`src/design/srl_pkg.sv`:
```
// constants and types for the sr latch and pulse counter block
// assumes a 10 MHz system clock and an apb register bus
package srl_pkg;
    // ========================================
    // timing
    localparam int CLK_PERIOD_NS = 100;
    localparam int SAMPLE_TIME_MS = 8;
    localparam int TENTH_TIME_MS = 100;
    localparam int SAMPLE_CYCLES = SAMPLE_TIME_MS * 1000000 / CLK_PERIOD_NS;
    localparam int TENTH_CYCLES = TENTH_TIME_MS * 1000000 / CLK_PERIOD_NS;
    // ========================================
    // widths and limits
    localparam int DLY_W = 19;
    localparam int CNT_W = 14;
    localparam int SEL_W = 4;
    localparam int SRC_W = 15;
    localparam logic [DLY_W-1:0] DELAY_MAX = 19'h57E3F;
    localparam logic [CNT_W-1:0] COUNT_MAX = 14'h2710;
    // ========================================
    // register byte addresses
    localparam logic [7:0] ADDR_MODE = 8'h00;
    localparam logic [7:0] ADDR_SET_SEL = 8'h04;
    localparam logic [7:0] ADDR_CLR_SEL = 8'h08;
    localparam logic [7:0] ADDR_CNT_SEL = 8'h0C;
    localparam logic [7:0] ADDR_DLY_BASE = 8'h10;
    localparam logic [7:0] ADDR_VIEW_BASE = 8'h30;
    localparam logic [7:0] ADDR_TRIP_A = 8'h40;
    localparam logic [7:0] ADDR_TRIP_B = 8'h44;
    localparam logic [7:0] ADDR_COUNT_A = 8'h48;
    localparam logic [7:0] ADDR_COUNT_B = 8'h4C;
    localparam logic [7:0] ADDR_STATUS = 8'h50;
    // ========================================
    // reset values
    localparam logic [7:0] MODE_RST = 8'h90;
    localparam logic [15:0] SEL_RST = 16'h0000;
    localparam logic [DLY_W-1:0] DLY_RST = 19'h00000;
    localparam logic [CNT_W-1:0] TRIP_RST = 14'h0000;
    // ========================================
    // types
    typedef enum logic [1:0] {
        MODE_CLEAR_WINS = 2'h0,
        MODE_SET_WINS = 2'h1,
        MODE_EDGE = 2'h2
    } latch_mode_t;
    typedef struct packed {
        logic trig;
        logic clr;
    } counter_in_t;
endpackage

```
`src/design/sr_latch_and_pulse_counter_logic.sv`:
```
// four set/clear latches with input delays and two pulse counters
// assumes source signals arrive unsynchronised and an apb master
//
// Chosen here: the APB slave port and the address map.
`timescale 1ns/1ps

// Overview of operation
// - no active input: latch output holds its value
// - only set drives output high, only clear drives it low
// - clear-wins mode: both active gives low
// - set-wins mode: both active gives high
// - edge mode: most recent rising edge decides the output
// - edge mode: simultaneous rising edges leave output unchanged
// - latch inputs sampled once per 8 ms tick
// - mode codes 0 clear-wins, 1 set-wins, 2 edge; 3 clear-wins
// - set input delayed 0 to 9:59:59.9 in tenths, default zero
// - clear input has its own such delay, default zero
// - running delay timer of each latch is readable
// - four latches, default modes clear, clear, set, edge
// - counter adds one on each rising trigger edge
// - counter held at zero while its clear is high
// - clear beats trigger
// - match output high when count equals match level
// - match level zero keeps output high
// - match level and count span 0 to 10000, level default 0
// - one count store per counter, zero after power-up
// - two counters with own selects, level and output
module sr_latch_and_pulse_counter_logic #(
    parameter int SAMPLE_DIV = srl_pkg::SAMPLE_CYCLES,
    parameter int TENTH_DIV = srl_pkg::TENTH_CYCLES
) (
    input wire logic sys_clk_in, // 10 MHz clock
    input wire logic rst_b_in, // sync reset, active low
    input wire logic [srl_pkg::SRC_W-1:0] src_in, // selectable sources
    input wire logic psel_in, // apb select
    input wire logic penable_in, // apb enable
    input wire logic pwrite_in, // apb direction
    input wire logic [7:0] paddr_in, // apb byte address
    input wire logic [31:0] pwdata_in, // apb write data
    output logic [31:0] prdata_out, // apb read data
    output logic pready_out, // apb ready
    output logic pslverr_out, // apb error
    output logic [3:0] latch_out, // latch outputs
    output logic count_match_out_a, // counter a match
    output logic count_match_out_b // counter b match
);
    // ========================================
    // input synchroniser
    logic [srl_pkg::SRC_W-1:0] src_meta_reg;
    logic [srl_pkg::SRC_W-1:0] src_sync_reg;
    logic [srl_pkg::SRC_W:0] src_ext;

    always_ff @(posedge sys_clk_in) begin
        if (!rst_b_in) begin
            src_meta_reg <= '0;
            src_sync_reg <= '0;
        end else begin
            src_meta_reg <= src_in;
            src_sync_reg <= src_meta_reg;
        end
    end

    // select code 0 is "off"
    assign src_ext = {src_sync_reg, 1'b0};

    // ========================================
    // tick dividers
    logic [31:0] sample_cnt_reg;
    logic [31:0] tenth_cnt_reg;
    logic sample_tick;
    logic tenth_tick;

    assign sample_tick = (sample_cnt_reg == 32'(SAMPLE_DIV - 1));
    assign tenth_tick = (tenth_cnt_reg == 32'(TENTH_DIV - 1));

    always_ff @(posedge sys_clk_in) begin
        if (!rst_b_in) begin
            sample_cnt_reg <= '0;
        end else if (sample_tick) begin
            sample_cnt_reg <= '0;
        end else begin
            sample_cnt_reg <= sample_cnt_reg + 32'h1;
        end
    end

    always_ff @(posedge sys_clk_in) begin
        if (!rst_b_in) begin
            tenth_cnt_reg <= '0;
        end else if (tenth_tick) begin
            tenth_cnt_reg <= '0;
        end else begin
            tenth_cnt_reg <= tenth_cnt_reg + 32'h1;
        end
    end

    // ========================================
    // address decode
    logic hit_mode;
    logic hit_set_sel;
    logic hit_clr_sel;
    logic hit_cnt_sel;
    logic hit_trip_a;
    logic hit_trip_b;
    logic hit_dly;
    logic hit_view;
    logic [2:0] dly_rd_idx;
    logic [1:0] view_rd_idx;

    assign hit_mode = (paddr_in == srl_pkg::ADDR_MODE);
    assign hit_set_sel = (paddr_in == srl_pkg::ADDR_SET_SEL);
    assign hit_clr_sel = (paddr_in == srl_pkg::ADDR_CLR_SEL);
    assign hit_cnt_sel = (paddr_in == srl_pkg::ADDR_CNT_SEL);
    assign hit_trip_a = (paddr_in == srl_pkg::ADDR_TRIP_A);
    assign hit_trip_b = (paddr_in == srl_pkg::ADDR_TRIP_B);
    assign hit_dly = (paddr_in >= srl_pkg::ADDR_DLY_BASE) &&
        (paddr_in < srl_pkg::ADDR_VIEW_BASE) && (paddr_in[1:0] == 2'h0);
    assign hit_view = (paddr_in >= srl_pkg::ADDR_VIEW_BASE) &&
        (paddr_in < srl_pkg::ADDR_TRIP_A) && (paddr_in[1:0] == 2'h0);
    // set delays 0x10..0x1C land on 0..3, clear delays 0x20..0x2C on 4..7
    assign dly_rd_idx = {paddr_in[5], paddr_in[3:2]};
    assign view_rd_idx = paddr_in[3:2];

    // ========================================
    // configuration registers
    logic [7:0] mode_reg;
    logic [15:0] set_sel_reg;
    logic [15:0] clr_sel_reg;
    logic [15:0] cnt_sel_reg;
    logic [srl_pkg::DLY_W-1:0] dly_cfg_reg [8];
    logic [srl_pkg::CNT_W-1:0] trip_reg [2];
    logic wr_en;
    logic [srl_pkg::DLY_W-1:0] wr_dly;
    logic [srl_pkg::CNT_W-1:0] wr_trip;

    assign wr_en = psel_in && penable_in && pwrite_in;
    // writes above the range clamp to the top value
    assign wr_dly = (pwdata_in[31:0] > 32'(srl_pkg::DELAY_MAX)) ?
        srl_pkg::DELAY_MAX : pwdata_in[srl_pkg::DLY_W-1:0];
    assign wr_trip = (pwdata_in[31:0] > 32'(srl_pkg::COUNT_MAX)) ?
        srl_pkg::COUNT_MAX : pwdata_in[srl_pkg::CNT_W-1:0];

    always_ff @(posedge sys_clk_in) begin
        if (!rst_b_in) begin
            mode_reg <= srl_pkg::MODE_RST;
            set_sel_reg <= srl_pkg::SEL_RST;
            clr_sel_reg <= srl_pkg::SEL_RST;
            cnt_sel_reg <= srl_pkg::SEL_RST;
        end else if (wr_en) begin
            if (hit_mode) begin
                mode_reg <= pwdata_in[7:0];
            end
            if (hit_set_sel) begin
                set_sel_reg <= pwdata_in[15:0];
            end
            if (hit_clr_sel) begin
                clr_sel_reg <= pwdata_in[15:0];
            end
            if (hit_cnt_sel) begin
                cnt_sel_reg <= pwdata_in[15:0];
            end
        end
    end

    always_ff @(posedge sys_clk_in) begin
        if (!rst_b_in) begin
            trip_reg[0] <= srl_pkg::TRIP_RST;
            trip_reg[1] <= srl_pkg::TRIP_RST;
        end else if (wr_en) begin
            if (hit_trip_a) begin
                trip_reg[0] <= wr_trip;
            end
            if (hit_trip_b) begin
                trip_reg[1] <= wr_trip;
            end
        end
    end

    // ========================================
    // delayed latch inputs: 0..3 set, 4..7 clear
    logic [7:0] raw_in;
    logic [7:0] dly_q_reg;
    logic [srl_pkg::DLY_W-1:0] tmr_reg [8];

    genvar gi;
    generate
        for (gi = 0; gi < 8; gi++) begin : g_dly
            always_ff @(posedge sys_clk_in) begin
                if (!rst_b_in) begin
                    dly_cfg_reg[gi] <= srl_pkg::DLY_RST;
                end else if (wr_en &&
                    paddr_in == srl_pkg::ADDR_DLY_BASE + 8'(4 * gi)) begin
                    dly_cfg_reg[gi] <= wr_dly;
                end
            end

            if (gi < 4) begin : g_set
                assign raw_in[gi] = src_ext[set_sel_reg[4*gi +: 4]];
            end else begin : g_clr
                assign raw_in[gi] = src_ext[clr_sel_reg[4*(gi-4) +: 4]];
            end

            // timer runs while the input differs from its delayed copy
            // zero delay: the copy follows at the next sample tick
            always_ff @(posedge sys_clk_in) begin
                if (!rst_b_in) begin
                    dly_q_reg[gi] <= 1'b0;
                    tmr_reg[gi] <= '0;
                end else if (raw_in[gi] == dly_q_reg[gi]) begin
                    tmr_reg[gi] <= '0;
                end else if (sample_tick &&
                    tmr_reg[gi] >= dly_cfg_reg[gi]) begin
                    dly_q_reg[gi] <= raw_in[gi];
                    tmr_reg[gi] <= '0;
                end else if (tenth_tick &&
                    tmr_reg[gi] < srl_pkg::DELAY_MAX) begin
                    tmr_reg[gi] <= tmr_reg[gi] + 19'h1;
                end
            end
        end
    endgenerate

    // ========================================
    // latches
    logic [3:0] set_prev_reg;
    logic [3:0] clr_prev_reg;
    logic [3:0] q_reg;
    logic [srl_pkg::DLY_W-1:0] view [4];

    always_ff @(posedge sys_clk_in) begin
        if (!rst_b_in) begin
            set_prev_reg <= '0;
            clr_prev_reg <= '0;
        end else if (sample_tick) begin
            set_prev_reg <= dly_q_reg[3:0];
            clr_prev_reg <= dly_q_reg[7:4];
        end
    end

    generate
        for (gi = 0; gi < 4; gi++) begin : g_latch
            logic s;
            logic c;
            logic s_rise;
            logic c_rise;
            srl_pkg::latch_mode_t mode;

            assign s = dly_q_reg[gi];
            assign c = dly_q_reg[gi+4];
            assign s_rise = s && !set_prev_reg[gi];
            assign c_rise = c && !clr_prev_reg[gi];
            assign mode = srl_pkg::latch_mode_t'(mode_reg[2*gi +: 2]);
            assign view[gi] = (tmr_reg[gi] != '0) ? tmr_reg[gi] :
                tmr_reg[gi+4];

            always_ff @(posedge sys_clk_in) begin
                if (!rst_b_in) begin
                    q_reg[gi] <= 1'b0;
                end else if (sample_tick) begin
                    if (mode == srl_pkg::MODE_EDGE) begin
                        if (s_rise && !c_rise) begin
                            q_reg[gi] <= 1'b1;
                        end else if (c_rise && !s_rise) begin
                            q_reg[gi] <= 1'b0;
                        end
                        // both rising: hold
                    end else if (s && !c) begin
                        q_reg[gi] <= 1'b1;
                    end else if (c && !s) begin
                        q_reg[gi] <= 1'b0;
                    end else if (s && c) begin
                        // code 3 treated as clear-wins
                        q_reg[gi] <= (mode == srl_pkg::MODE_SET_WINS);
                    end
                    // neither: hold
                end
            end
        end
    endgenerate

    assign latch_out = q_reg;

    // ========================================
    // counters
    logic [1:0] trig_prev_reg;
    logic [srl_pkg::CNT_W-1:0] count_reg [2];
    logic [1:0] match;
    srl_pkg::counter_in_t cin [2];

    generate
        for (gi = 0; gi < 2; gi++) begin : g_cnt
            assign cin[gi].trig = src_ext[cnt_sel_reg[8*gi +: 4]];
            assign cin[gi].clr = src_ext[cnt_sel_reg[8*gi+4 +: 4]];
            assign match[gi] = (trip_reg[gi] == '0) ||
                (count_reg[gi] == trip_reg[gi]);
            // trigger edge judged against the previous sample

            always_ff @(posedge sys_clk_in) begin
                if (!rst_b_in) begin
                    trig_prev_reg[gi] <= 1'b0;
                    count_reg[gi] <= '0;
                end else if (sample_tick) begin
                    trig_prev_reg[gi] <= cin[gi].trig;
                    if (cin[gi].clr) begin
                        count_reg[gi] <= '0;
                    end else if (cin[gi].trig && !trig_prev_reg[gi] &&
                        count_reg[gi] < srl_pkg::COUNT_MAX) begin
                        count_reg[gi] <= count_reg[gi] + 14'h1;
                    end
                end
            end
        end
    endgenerate

    assign count_match_out_a = match[0];
    assign count_match_out_b = match[1];

    // ========================================
    // apb read path, registered in the setup phase
    logic [31:0] rd_next;
    logic err_next;
    logic [31:0] rdata_reg;
    logic err_reg;

    always_comb begin
        rd_next = 32'h0000_0000;
        err_next = 1'b0;
        if (hit_dly) begin
            rd_next = 32'(dly_cfg_reg[dly_rd_idx]);
        end else if (hit_view) begin
            rd_next = 32'(view[view_rd_idx]);
            err_next = pwrite_in;
        end else begin
            unique case (paddr_in)
                srl_pkg::ADDR_MODE: rd_next = 32'(mode_reg);
                srl_pkg::ADDR_SET_SEL: rd_next = 32'(set_sel_reg);
                srl_pkg::ADDR_CLR_SEL: rd_next = 32'(clr_sel_reg);
                srl_pkg::ADDR_CNT_SEL: rd_next = 32'(cnt_sel_reg);
                srl_pkg::ADDR_TRIP_A: rd_next = 32'(trip_reg[0]);
                srl_pkg::ADDR_TRIP_B: rd_next = 32'(trip_reg[1]);
                srl_pkg::ADDR_COUNT_A: begin
                    rd_next = 32'(count_reg[0]);
                    err_next = pwrite_in;
                end
                srl_pkg::ADDR_COUNT_B: begin
                    rd_next = 32'(count_reg[1]);
                    err_next = pwrite_in;
                end
                srl_pkg::ADDR_STATUS: begin
                    rd_next = {26'h0, match, q_reg};
                    err_next = pwrite_in;
                end
                default: err_next = 1'b1;
            endcase
        end
    end

    always_ff @(posedge sys_clk_in) begin
        if (!rst_b_in) begin
            rdata_reg <= 32'h0000_0000;
            err_reg <= 1'b0;
        end else if (psel_in && !penable_in) begin
            // frozen for the access phase that follows
            rdata_reg <= pwrite_in ? 32'h0000_0000 : rd_next;
            err_reg <= err_next;
        end
    end

    assign prdata_out = rdata_reg;
    assign pslverr_out = err_reg && psel_in && penable_in;
    assign pready_out = psel_in && penable_in;
endmodule

```
`config.mk`:
```
export PLATFORM = sky130hd
export DESIGN_NAME = sr_latch_and_pulse_counter_logic
export DESIGN_NICKNAME = d
export VERILOG_FILES = /design/src/design/srl_pkg.sv /design/src/design/sr_latch_and_pulse_counter_logic.sv
export SDC_FILE = /design/constraint.sdc
export NUM_CORES = 1
export LEC_CHECK = 0
export BUFFER_PORTS_ARGS = -buffer_cell sky130_fd_sc_hd__buf_2
export CORE_MARGIN = 4
export CORE_UTILIZATION = 45
export CTS_CLUSTER_DIAMETER = 60
export CTS_CLUSTER_SIZE = 24
export DETAILED_ROUTE_END_ITERATION = 12
export PLACE_DENSITY = 0.63
export SYNTH_ARGS = -nofsm -noshare
export SYNTH_HDL_FRONTEND = slang
export SYNTH_SLANG_ARGS = --single-unit
```
`constraint.sdc`:
```
create_clock -name sys_clk_in -period 7.16 [get_ports sys_clk_in]
set_input_delay 1.432 -clock sys_clk_in [delete_from_list [all_inputs] [get_ports sys_clk_in]]
set_output_delay 1.432 -clock sys_clk_in [all_outputs]
set_load 0.01 [all_outputs]
```
==> results.md <==
- The run finished with clean final reports.
- The CTS tree is yes.
- The worst reg2reg path endpoint is tmr_reg[1][17].
- The start point of the worst hold path is src_meta_reg[5].
- Setup repair after global routing left no endpoint under its margin.
- After clock tree synthesis, the flow added hold-fix buffers numbering 0.
- After synthesis the cells add up to 0.0328 sq mm.
- After detailed routing, the number of remaining DRC violations is 0.
- For the final routed database, the setup TNS stands at 0 ps.
- The largest incremental delay on the critical path is 890 ps.
- Of the cells placed in the final design, the portion with a size suffix greater than 1 is 10.8%.
- IR analysis of the VDD net gives a maximum drop of 205 uV.
- The critical path launch point type is an input port.
- The chip width is 278 microns.
- The class of the most critical hold timing path is flip-flop to flip-flop.
- The floorplan has 98 rows.
- The final max-slew violation count came to 0.
- Across all register-to-register paths, the minimum setup slack is 3520 ps.
- The starting utilization of the core area is 45.6%.
- The fraction of the cycle the final worst path needs is 59.3%.
- Synthesis produced 3255 cells.
- The critical path's most frequent cell is sky130_fd_sc_hd__nor2_1.
- The global-route usage over all layers is 27.0%.
- Timing analysis after detailed placement gives a worst setup slack of 2500 ps.
- The gate family responsible for the most delay along the worst path is simple AND/OR/NAND/NOR gates.
- For this run, asynchronously set or reset flops after synthesis account for 0%.
- The post-detailed-route via-to-cell ratio is 6.17.
- In this run the worst setup path begins at paddr_in[3].
- The overflow left after global routing is 0.
- Clock tree synthesis found a total of 552 sinks.
- Dividing the synthesized area by the synthesized cell count gives 10.1 sq um.
- Max-cap violations in this run came to 0.
- The largest clock skew in the final design is 45.7 ps.
- The cell area reported after detailed placement is 0.0340 sq mm.
- The number of endpoints failing setup at the final stage is 0.
- Sequential cells were found to cover 44.7% of the synthesized design area.
- The startpoint identified for the worst register-to-register timing path is sample_cnt_reg[16].
- Traced cell by cell, the critical path runs through buf_4 > nand2_1 > nor2_1 > nand3_1 > nor2_1.
- The vertical extent of the die is 278 microns.
- The worst setup path category is input port to flip-flop.
- The number of buffers created by CTS is 46.
- The worst-path maximum fanout is 47.
- The end-of-flow core utilization is 49.6%.
- Data arrives at the worst endpoint at 4690 ps.
- The finished cells cover 0.0356 sq mm.
- In this run the post-CTS setup repair buffer count came out at 0.
- The post-cts sizing count is 0.
- The number of nets with antenna violations after detailed routing is 0.
- 100 I/O pins were placed.
- After legalization and detailed placement, the total HPWL measured 79300 microns.
- Clock-pin slew was measured on the worst setup and hold paths at 80 ps.
- The worst path in the final design needs a cycle of 4250 ps, including I/O delays and setup.
- Entering global routing, the biggest net connects 53 pins.
- The number of buffers between clock root and the deepest sink is 3.
- The worst hold slack is 435 ps.
- For this run, the post-layout net count is 3484.
- The number of antenna violations at the first check in global routing came to 3.
- In this run the standard cell core region covers 0.0719 sq mm.
- The type of element capturing the critical path is a flip-flop.
- The number of H-tree levels is 2.
- By area the synthesized netlist is led by sky130_fd_sc_hd__edfxtp_1, sky130_fd_sc_hd__dfxtp_1, sky130_fd_sc_hd__mux4_2.
- The iteration-0 DRC count of the detailed router is 3377.
- The slowest stage of the critical path belongs to the cell sky130_fd_sc_hd__nor2_1.
- STA puts the critical path data required time at 7600 ps.
- In this run the power density over the cells is 190 mW/mm^2.
- The share of Yosys cell area claimed by the top area cell type is 33.0%.
- Along the worst hold path, the cell count comes to 1.
- The worst path meets setup with 2910 ps of slack.
- For the pin with the worst max-slew slack, the measured transition is 1350 ps.
- The overall routed net length is 107000 microns.
- The maximum clock frequency is 0.235 GHz.
- For this block, the via count after detailed routing is 26200.
- The largest area contributor in the synthesized netlist is sky130_fd_sc_hd__edfxtp_1.
- The yosys synthesis warning count is 0.
- Routability-driven placement finished with a final weighted congestion of 1.08.
- The commonest register cell after synthesis is sky130_fd_sc_hd__edfxtp_1.
- The number of distinct library cells after synthesis is 74.
- The source-to-sink clock delay at the later pin of the worst-skew pair is 640 ps.
- Dividing the detail-routed wire length by the instance count gives 25.2 microns.
- Compared with the post-synthesis result, the final layout area differs by 8.79%.
- The number of register bits inferred by synthesis is 552.
- Measured against its own limit, the worst slew margin works out to 9.66%.
- The number of buffers and inverters on the critical path is 1.
- The first global-routing pass estimated 159000 microns of wire.
- The count of cells along the worst register-to-register path is 5.
- The path with the worst hold slack has its endpoint at src_sync_reg[5].
- The synthesized design contains 360 enable-type register cells.
- The number of port buffers is 86.
- The number of detailed-route iterations in the first pass is 5.
- The reported leakage power is 13.6 nW.
- The cell at the root of the clock tree is sky130_fd_sc_hd__clkbuf_16.
- The final number of hold-violating endpoints came to 0.
- The die area is 0.0772 sq mm.
- The via count of the first global-routing pass was 24400.
-- through the flow --
stage | instances | power, W
finish | 4246 | 0.00677
global route | 4245 | 0.00694
CTS | 4244 | 0.00678
detailed placement | 4158 | 0.00402
global placement | 4158 | 0.00401
floorplan | 3267 | 0.00382
-- per-layer routing --
layer / GRT usage (%) / part of all wire, %
met3: 7.35 / 12
met5: 0 / 0.012
met4: 11.0 / 5.1
met1: 37.1 / 40
met2: 40.5 / 43
-- worst max path at each step --
stage,end,slack (ps),cells past startpoint
after floorplan,dly_cfg_reg[3][0],3010,5
after global placement,dly_cfg_reg[3][11],2650,5
after detailed placement,dly_cfg_reg[3][11],2500,5
after CTS,dly_cfg_reg[3][2],3130,5
after global routing,dly_cfg_reg[3][4],2770,5
final,dly_cfg_reg[3][11],2910,5
-- cells in the mapped netlist (7+ instances only) --
master / instances
sky130_fd_sc_hd__a221oi_1: 11
sky130_fd_sc_hd__nor2_1: 537
sky130_fd_sc_hd__nor4_1: 76
sky130_fd_sc_hd__ha_1: 168
sky130_fd_sc_hd__o21a_1: 9
sky130_fd_sc_hd__nor2b_1: 23
sky130_fd_sc_hd__a211oi_1: 51
sky130_fd_sc_hd__and3_1: 48
sky130_fd_sc_hd__mux2i_1: 101
sky130_fd_sc_hd__a31oi_1: 16
sky130_fd_sc_hd__buf_2: 29
sky130_fd_sc_hd__a22oi_1: 9
sky130_fd_sc_hd__o21ai_0: 68
sky130_fd_sc_hd__xor2_1: 173
sky130_fd_sc_hd__a21o_1: 35
sky130_fd_sc_hd__buf_1: 9
sky130_fd_sc_hd__nand3_1: 150
sky130_fd_sc_hd__mux4_2: 94
sky130_fd_sc_hd__o41ai_1: 7
sky130_fd_sc_hd__o2111ai_1: 11
sky130_fd_sc_hd__nand2_1: 175
sky130_fd_sc_hd__dfxtp_1: 192
sky130_fd_sc_hd__a21oi_1: 115
sky130_fd_sc_hd__edfxtp_1: 360
sky130_fd_sc_hd__mux2_2: 22
sky130_fd_sc_hd__xnor2_1: 75
sky130_fd_sc_hd__a311oi_1: 9
sky130_fd_sc_hd__o31ai_1: 7
sky130_fd_sc_hd__a211o_1: 29
sky130_fd_sc_hd__nand4_1: 66
sky130_fd_sc_hd__and4_1: 16
sky130_fd_sc_hd__nor3_1: 55
sky130_fd_sc_hd__buf_4: 18
sky130_fd_sc_hd__clkbuf_1: 121
sky130_fd_sc_hd__and2_1: 54
sky130_fd_sc_hd__nand2b_1: 21
sky130_fd_sc_hd__inv_1: 186
sky130_fd_sc_hd__or3_1: 21
-- logic make-up after synthesis --
logic type	share of synthesized area (%)
muxes	10.3
DFF	44.7
AOI/OAI and AO/OA	8.76
and+or+nand+nor	18.6
xor gates and xnor gates	6.63
buffers and inverters	4.54
adders and majority gates	6.42
other	0.0114
-- placed cells by master, fill, tap and decap left out, drive strengths merged, types with 68 or more instances in the layout --
master | synthesis | final
o21ai | 68 | 68
inv | 186 | 201
edfxtp | 360 | 360
a21oi | 115 | 115
xnor2 | 75 | 75
xor2 | 173 | 173
ha | 168 | 168
buf | 58 | 120
dfxtp | 192 | 192
nand2 | 175 | 175
nor2 | 541 | 541
mux2i | 101 | 101
mux4 | 94 | 94
nand3 | 150 | 150
nor4 | 76 | 76
-- layout make-up --
cell class	instances	area, sq um
inverters	186	699
multi-input cells	2350	16700
repair buffers	120	691
well taps	950	1190
clock buffers	51	1240
diodes	2	5.00
clock inverters	35	440
fillers	6648	36200
flip-flops and latches	552	14700
-- report_power, final --
group | internal [W] | leakage [nW] | switching, W
registers | 0.00344 | 5.41 | 0.000111
clock network | 0.00136 | 0.817 | 0.00144
logic | 0.000157 | 7.41 | 0.000259
total | 0.00496 | 13.6 | 0.00181
Power figures use the tool's default switching activity.
